## src/kws_pkg.sv

```systemverilog
package kws_pkg;
   // Bus geometry and key count
   localparam int             KWS_ADDR_W      = 16;
   localparam int             KWS_DATA_W      = 32;
   localparam int             KWS_KEYS        = 4;
   // Register indices; byte address is four times the index
   localparam logic [15:0]    KWS_IDX_WAKE_EN = 16'h0faa;
   localparam logic [15:0]    KWS_IDX_CTRL    = 16'h0fab;
   localparam logic [15:0]    KWS_IDX_STATUS  = 16'h0fac;
   // Field positions of wake_input_enable
   localparam int             KWS_EN_LSB      = 4;
   localparam int             KWS_EN_MSB      = 7;
   // Field positions of the control register
   localparam int             KWS_CTRL_RELM   = 0;
   localparam int             KWS_CTRL_STOP   = 1;
   // Field positions of the status register
   localparam int             KWS_ST_STANDBY  = 0;
   localparam int             KWS_ST_HALT     = 1;
   localparam int             KWS_ST_KEY_LSB  = 4;
   // Reset values
   localparam logic [3:0]     KWS_EN_RST      = 4'h0;
   localparam logic           KWS_RELM_RST    = 1'b0;
   // Standby sequencer states
   typedef enum logic [1:0] {
      KWS_RUN     = 2'b00,
      KWS_STANDBY = 2'b01,
      KWS_WARMUP  = 2'b10
   } kws_state_t;
endpackage

```

## src/kws_wake_if.sv

```systemverilog
`timescale 1ns/100ps
interface kws_wake_if;
   logic [3:0] wake_key;    // Raw wake pins
   logic       halt_pin;    // Raw halt-release pin
   logic [3:0] wake_en;     // Enable bits from the register
   logic       key_low;     // Any enabled key held low, no clock
   logic       level_req;   // Level release request, no clock
   modport top (output wake_key, halt_pin, wake_en,
                input  key_low, level_req);
   modport det (input  wake_key, halt_pin, wake_en,
                output key_low, level_req);
endinterface // kws_wake_if

```

## src/kws_stop_release.sv

```systemverilog
// Decided for this implementation: register access over Avalon-MM.
`timescale 1ns/100ps
//////////////////////////////////////////////////////////////////////////////
// Contract
// RQ1 - Four write-only wake enables in bits 7..4
// RQ2 - Reset clears enables; low bits unused
// RQ3 - Wake keys end standby besides halt pin; here only in level mode, edge mode ignores keys
// RQ4 - Enabled key low ends standby; here only in level mode (relm_reg 1), edge mode ignores keys
// RQ5 - Release condition at entry skips standby, warms up
// RQ6 - Level: halt high, key low; edge: halt rise
// RQ7 - Edge mode: software disables or holds keys high
// RQ8 - Halt pin always takes part, no enable
// RQ9 - Key wake: halt pin held low externally
// RQ10 - Software sets wake port pins as inputs
// RQ11 - Key levels readable as port data
// RQ12 - Software checks keys high before standby
// RQ13 - No analog input on enabled wake pin
// RQ14 - Wake request formed without clock
module kws_stop_release
   import kws_pkg::*;
(
   input  wire logic                    sys_clk,
   input  wire logic                    resetn,
   input  wire logic                    clk_en,
   // Avalon-MM slave
   input  wire logic [KWS_ADDR_W-1:0]   avs_address,
   input  wire logic                    avs_read,
   input  wire logic                    avs_write,
   input  wire logic [KWS_DATA_W-1:0]   avs_writedata,
   output logic      [KWS_DATA_W-1:0]   avs_readdata,
   output logic                         avs_waitrequest,
   // Pins
   input  wire logic [KWS_KEYS-1:0]     wake_key,
   input  wire logic                    port2_bit0,
   // Towards the system controller
   output logic                         clock_stop,
   output logic                         warmup_start
);

   //////////////////////////////////////////////////////////////////////////
   // Declarations
   kws_wake_if                   wif ();          // Link to detector
   logic [KWS_KEYS-1:0]          wake_en_reg;     // Wake enables
   logic                         relm_reg;        // 1 level, 0 edge mode
   logic                         wait_reg;        // Bus wait state
   logic [KWS_DATA_W-1:0]        rdata_reg;       // Read data
   logic                         stop_req;        // Standby request strobe
   logic [1:0]                   req_sync_reg;    // Level request sync
   logic [1:0]                   halt_sync_reg;   // Halt pin sync
   logic [KWS_KEYS-1:0]          key_s1_reg;      // Key pin sync stage 1
   logic [KWS_KEYS-1:0]          key_s2_reg;      // Key pin sync stage 2
   logic                         halt_prev_reg;   // Halt history for edges
   logic                         halt_rise;       // Rising edge of halt
   logic                         key_low_s;       // Synced enabled key low
   logic                         release_now;     // Release in current mode
   logic                         entry_block;     // Entry refused condition
   kws_state_t                   state_reg;       // Sequencer state
   kws_state_t                   state_next;      // Next sequencer state
   logic                         acc;             // Access completes now
   logic                         clock_stop_reg;  // Clock-stop output
   logic                         warmup_reg;      // Warm-up pulse output

   //////////////////////////////////////////////////////////////////////////
   // Helpers

   // Register index from a byte address; unaligned addresses never hit
   function automatic logic [15:0] kws_index(
      input logic [KWS_ADDR_W-1:0] a);
      kws_index = {2'b00, a[KWS_ADDR_W-1:2]};
   endfunction

   function automatic logic kws_hit(input logic [KWS_ADDR_W-1:0] a,
                                    input logic [15:0] idx);
      kws_hit = (a[1:0] == 2'b00) && (kws_index(a) == idx);
   endfunction

   //////////////////////////////////////////////////////////////////////////
   // Clockless detector

   assign wif.wake_key = wake_key;
   assign wif.halt_pin = port2_bit0;
   assign wif.wake_en  = wake_en_reg;

   kws_wake_detect u_detect (
      .w (wif.det)
   );

   //////////////////////////////////////////////////////////////////////////
   // Bus slave: one wait cycle, then the access completes

   assign acc = (avs_read | avs_write) & ~wait_reg;

   // Wait state: drops one cycle after a request, rises after completion
   always_ff @(posedge sys_clk or negedge resetn) begin
      if (!resetn) begin
         wait_reg <= 1'b1;
      end else if (clk_en) begin
         if (acc) begin
            wait_reg <= 1'b1;
         end else if (avs_read | avs_write) begin
            wait_reg <= 1'b0;
         end
      end
   end

   // Read data, prepared while waitrequest is still high
   always_ff @(posedge sys_clk or negedge resetn) begin
      if (!resetn) begin
         rdata_reg <= '0;
      end else if (clk_en) begin
         rdata_reg <= '0;
         if (avs_read && wait_reg) begin
            if (kws_hit(avs_address, KWS_IDX_CTRL)) begin
               rdata_reg[KWS_CTRL_RELM] <= relm_reg;
            end else if (kws_hit(avs_address, KWS_IDX_STATUS)) begin
               // Key levels through the port path, not the detector
               rdata_reg[KWS_ST_STANDBY] <= clock_stop_reg;
               rdata_reg[KWS_ST_HALT]    <= halt_sync_reg[1];
               rdata_reg[KWS_ST_KEY_LSB +: KWS_KEYS] <= key_s2_reg; // RQ11
            end
            // Enable register is write only and reads as zero
         end
      end
   end

   // Wake enables; the low four bits of the word are dropped
   always_ff @(posedge sys_clk or negedge resetn) begin
      if (!resetn) begin
         wake_en_reg <= KWS_EN_RST; // RQ2
      end else if (clk_en) begin
         if (acc && avs_write && kws_hit(avs_address, KWS_IDX_WAKE_EN)) begin
            wake_en_reg <= avs_writedata[KWS_EN_MSB:KWS_EN_LSB]; // RQ1
         end
      end
   end

   // Release mode bit of the control register
   always_ff @(posedge sys_clk or negedge resetn) begin
      if (!resetn) begin
         relm_reg <= KWS_RELM_RST;
      end else if (clk_en) begin
         if (acc && avs_write && kws_hit(avs_address, KWS_IDX_CTRL)) begin
            relm_reg <= avs_writedata[KWS_CTRL_RELM];
         end
      end
   end

   // Writing one to the stop bit is the standby instruction
   assign stop_req = acc && avs_write && kws_hit(avs_address, KWS_IDX_CTRL)
                     && avs_writedata[KWS_CTRL_STOP];

   //////////////////////////////////////////////////////////////////////////
   // Synchronisers: pins and the clockless request are asynchronous

   // Combined level request, formed without a clock
   always_ff @(posedge sys_clk or negedge resetn) begin
      if (!resetn) begin
         req_sync_reg <= 2'b00;
      end else if (clk_en) begin
         req_sync_reg <= {req_sync_reg[0], wif.level_req}; // RQ14
      end
   end

   // Halt pin, for edge mode and status
   always_ff @(posedge sys_clk or negedge resetn) begin
      if (!resetn) begin
         halt_sync_reg <= 2'b00;
         halt_prev_reg <= 1'b0;
      end else if (clk_en) begin
         halt_sync_reg <= {halt_sync_reg[0], port2_bit0};
         halt_prev_reg <= halt_sync_reg[1];
      end
   end

   // Key pins; keys idle high, so reset to ones
   always_ff @(posedge sys_clk or negedge resetn) begin
      if (!resetn) begin
         key_s1_reg <= '1;
         key_s2_reg <= '1;
      end else if (clk_en) begin
         key_s1_reg <= wake_key;
         key_s2_reg <= key_s1_reg;
      end
   end

   assign halt_rise = halt_sync_reg[1] & ~halt_prev_reg;
   assign key_low_s = |(wake_en_reg & ~key_s2_reg); // RQ4

   // Level mode: halt high or enabled key low; edge mode: halt rise only
   // Keys are ignored for release in edge mode, so stray lows cannot end standby
   assign release_now = relm_reg ? req_sync_reg[1] : halt_rise; // RQ6 RQ8

   // Entry refused when halt is high or an enabled key is already low
   assign entry_block = halt_sync_reg[1] | key_low_s; // RQ5

   //////////////////////////////////////////////////////////////////////////
   // Standby sequencer

   always_comb begin
      state_next = state_reg;
      case (state_reg)
         KWS_RUN: begin
            if (stop_req) begin
               // Immediate warm-up instead of entering standby
               state_next = entry_block ? KWS_WARMUP : KWS_STANDBY; // RQ5
            end
         end
         KWS_STANDBY: begin
            if (release_now) begin
               state_next = KWS_WARMUP; // RQ3 RQ4 RQ6
            end
         end
         KWS_WARMUP: begin
            // Warm-up timing belongs to the system controller
            state_next = KWS_RUN;
         end
         default: begin
            state_next = KWS_RUN;
         end
      endcase
   end

   // State register
   always_ff @(posedge sys_clk or negedge resetn) begin
      if (!resetn) begin
         state_reg <= KWS_RUN;
      end else if (clk_en) begin
         state_reg <= state_next;
      end
   end

   // Outputs from flops: clock stop level and warm-up pulse
   always_ff @(posedge sys_clk or negedge resetn) begin
      if (!resetn) begin
         clock_stop_reg <= 1'b0;
         warmup_reg     <= 1'b0;
      end else if (clk_en) begin
         clock_stop_reg <= (state_next == KWS_STANDBY);
         warmup_reg     <= (state_next == KWS_WARMUP);
      end
   end

   assign avs_readdata    = rdata_reg;
   assign avs_waitrequest = wait_reg;
   assign clock_stop      = clock_stop_reg;
   assign warmup_start    = warmup_reg;

endmodule // kws_stop_release

```

## src/kws_wake_detect.sv

```systemverilog
`timescale 1ns/100ps
// Clockless wake request: must work while the system clock is stopped
module kws_wake_detect (
   kws_wake_if.det w
);
   // Enabled key pulled low, disabled keys masked out
   assign w.key_low   = |(w.wake_en & ~w.wake_key); // RQ3 RQ14
   // Halt pin has no enable and always takes part
   assign w.level_req = w.halt_pin | w.key_low;     // RQ8 RQ14
endmodule // kws_wake_detect

```

## config.mk

```make
export PLATFORM = sky130hd
export DESIGN_NAME = kws_stop_release
export DESIGN_NICKNAME = d
export VERILOG_FILES = /design/src/kws_pkg.sv /design/src/kws_wake_if.sv /design/src/kws_stop_release.sv /design/src/kws_wake_detect.sv
export SDC_FILE = /design/constraint.sdc
export NUM_CORES = 1
export LEC_CHECK = 0
export BUFFER_PORTS_ARGS = -buffer_cell sky130_fd_sc_hd__buf_2
export CORE_MARGIN = 4
export CORE_UTILIZATION = 39
export DETAILED_ROUTE_END_ITERATION = 12
export HOLD_SLACK_MARGIN = 0.02
export PLACE_DENSITY = 0.77
export SLEW_MARGIN = 10
export SYNTH_ARGS = -nofsm -noshare
export SYNTH_HDL_FRONTEND = slang
export SYNTH_HIERARCHICAL = 1
export SYNTH_SLANG_ARGS = --single-unit
export TNS_END_PERCENT = 1
```

## constraint.sdc

```tcl
create_clock -name sys_clk -period 1.4 [get_ports sys_clk]
set_input_delay 0.07 -clock sys_clk [delete_from_list [all_inputs] [get_ports sys_clk]]
set_output_delay 0.07 -clock sys_clk [all_outputs]
set_load 0.01 [all_outputs]
```

==> flow_metrics.tcl <==
set metrics [dict create \
    dieWidth_um 71.71 \
    cp_top_family "simple AND/OR/NAND/NOR gates" \
    drt-initial-drc-count 19 \
    dp_hpwl_um 2451 \
    rsz0062_at_grt "true" \
    grt_max_degree 30 \
    hp-class "primary input to flip-flop" \
    grt-ovfl-total 0 \
    path_buf_inv 0 \
    fmax_mhz 635.1 \
    slew-limit-headroom_pct 57.47 \
    syn_avg_cell_area_sq_um 11.15 \
    worstSetupEndpointType "flip-flop" \
    vias 1129 \
    report.final.slew_viol_count 0 \
    start_kind "flip-flop" \
    worstHoldStart "avs_writedata[0]" \
    final_nets 254 \
    start_util_pct 41.67 \
    cpPeakStageDelay_ns 0.36 \
    status "complete, but fails checks" \
    antenna_found_initial 0 \
    slowest_stage "dfstp_2" \
    netlist_area_sq_mm 0.001583 \
    worstMarginPinSlew_ns 0.6380 \
    synthCells 142 \
    crit_chain "nand3b_1 -> nor4_4 -> and3_4 -> mux2_4" \
    power.density_mw_per_mm2 1041 \
    final_hold_viol_count 0 \
    whs_path_depth 2 \
    layout_common_cells "buf_2, conb_1, dfrtp_1" \
    violations "setup timing" \
    cts.sinks 29 \
    criticalPathCategory "flip-flop to flip-flop" \
    fin_crit_ns 1.575 \
    worstSkewPairLatency_ns 0.27 \
    drt-wirelength-per-cell_um 12.67 \
    io-pin-count 93 \
    crit_fanout 4 \
    grt_pass1_vias 1070 \
    cts-root-buf "clkbuf_8" \
    vdd_ir_drop_max_uv 664.2 \
    timing.rr.end "wake_en_reg[3]" \
    final.period_utilization_pct 112.5 \
    fin_util_pct 51.38 \
    antenna_cells 0 \
    crit_required_ns 1.56 \
    row_count 22 \
    numCtsBuffers 5 \
    viasPerCell 4.608 \
    core_sq_mm 0.003799 \
    drtPass1Iterations 4 \
    reg2reg_depth 4 \
    grt_usage_pct 13.14 \
    dieArea_sq_mm 0.005142 \
    clk_pin_slew_ns 0.06 \
    holdPathEnd "relm_reg" \
    areaGrowthSynthToFinish_pct 23.32 \
    fin_ws_ns -0.1745 \
    layout_commonest_cell "buf_2" \
    max-cap-violations 0 \
    rrSetupSlack_ns -0.17 \
    reg2reg_from "avs_waitrequest" \
    totalWireLength_um 3105 \
    grt_pass1_wl_um 5147 \
    placed_cell_area_sq_mm 0.001779 \
    ys_warn_count 6 \
    cts_max_path_buffers 2 \
    total_power_mw 2.032 \
    drive_gt1_share_pct 45.69 \
    n_fill_cell 350 \
    route.detailed.drc 0 \
    drtAntennaViolNets 0 \
    cts_setup_buffers 0 \
    port_buffers 40 \
    stdcell_area_sq_mm 0.001952 \
    setup_violations 4 \
    largest_reg_flops 6 \
    die_y_um 71.71 \
    worstPathArrival_ns 1.73 \
    leakage_nw 0.9543 \
    htree_levels 2 \
    final.setup_skew_ns 0.001197 \
    gp_congestion 0.7437 \
    cts_tree "built" \
]
worst max path at each step:
stage / startpoint / endpoint / slack [ns] / cells past startpoint
after floorplan: avs_waitrequest / wake_en_reg[0] / -0.10 / 5
after global placement: avs_waitrequest / wake_en_reg[3] / -0.19 / 4
after detailed placement: avs_waitrequest / wake_en_reg[3] / -0.31 / 4
after global routing: avs_waitrequest / wake_en_reg[3] / -0.26 / 4
after CTS: avs_waitrequest / wake_en_reg[3] / -0.20 / 4
final: avs_waitrequest / wake_en_reg[3] / -0.17 / 4
per-layer routing:
| layer | up-vias | GRT usage (%) | part of all wire [%] | wire, um |
|---|---|---|---|---|
| met5 | - | 0 | 0 | 0 |
| li1 | 556 | - | - | - |
| met3 | 5 | 5.891 | 6.8 | 210 |
| met2 | 45 | 20.51 | 49 | 1515 |
| met4 | 0 | 4.802 | 1.2 | 36 |
| met1 | 523 | 15.97 | 43 | 1343 |
cell type report:
cell class                      count  area (sq um)  area share (%)
Tap cell                           48         60.06           3.077
Multi-Input combinational cell     99         719.4           36.86
Sequential cell                    29         737.0           37.76
Inverter                            9         33.78           1.731
Clock inverter                      1         5.005          0.2564
Clock buffer                        7         96.34           4.936
Timing Repair Buffer               52         300.3           15.38
through the flow:
stage | TNS, ns | instances | hold slack (ns) | setup WS [ns]
5_1_grt | -1.702 | 245 | 0.02297 | -0.2600
3_3_place_gp | -0.8581 | 233 | 0.1107 | -0.1919
2_1_floorplan | -0.4082 | 167 | -0.2256 | -0.1020
6_report | -0.6643 | 245 | 0.03194 | -0.1745
4_1_cts | -0.9045 | 245 | 0.02168 | -0.2050
3_5_place_dp | -1.412 | 233 | 0.1297 | -0.3095
timing repair:
action | in CTS | in global routing
hold endpoints to repair | 23 | 0
setup endpoints to repair | 10 | 14
hold buffers | 4 | 0
resized for setup | 4 | 2
pin swaps | 1 | 1
power by group:
group          internal (mW)  switching, mW  leakage [nW]
clock network          0.443          0.295        0.0542
registers              0.933         0.0336         0.363
logic                  0.159          0.167         0.537
total                   1.54          0.496         0.954
Power figures use the tool's default switching activity.
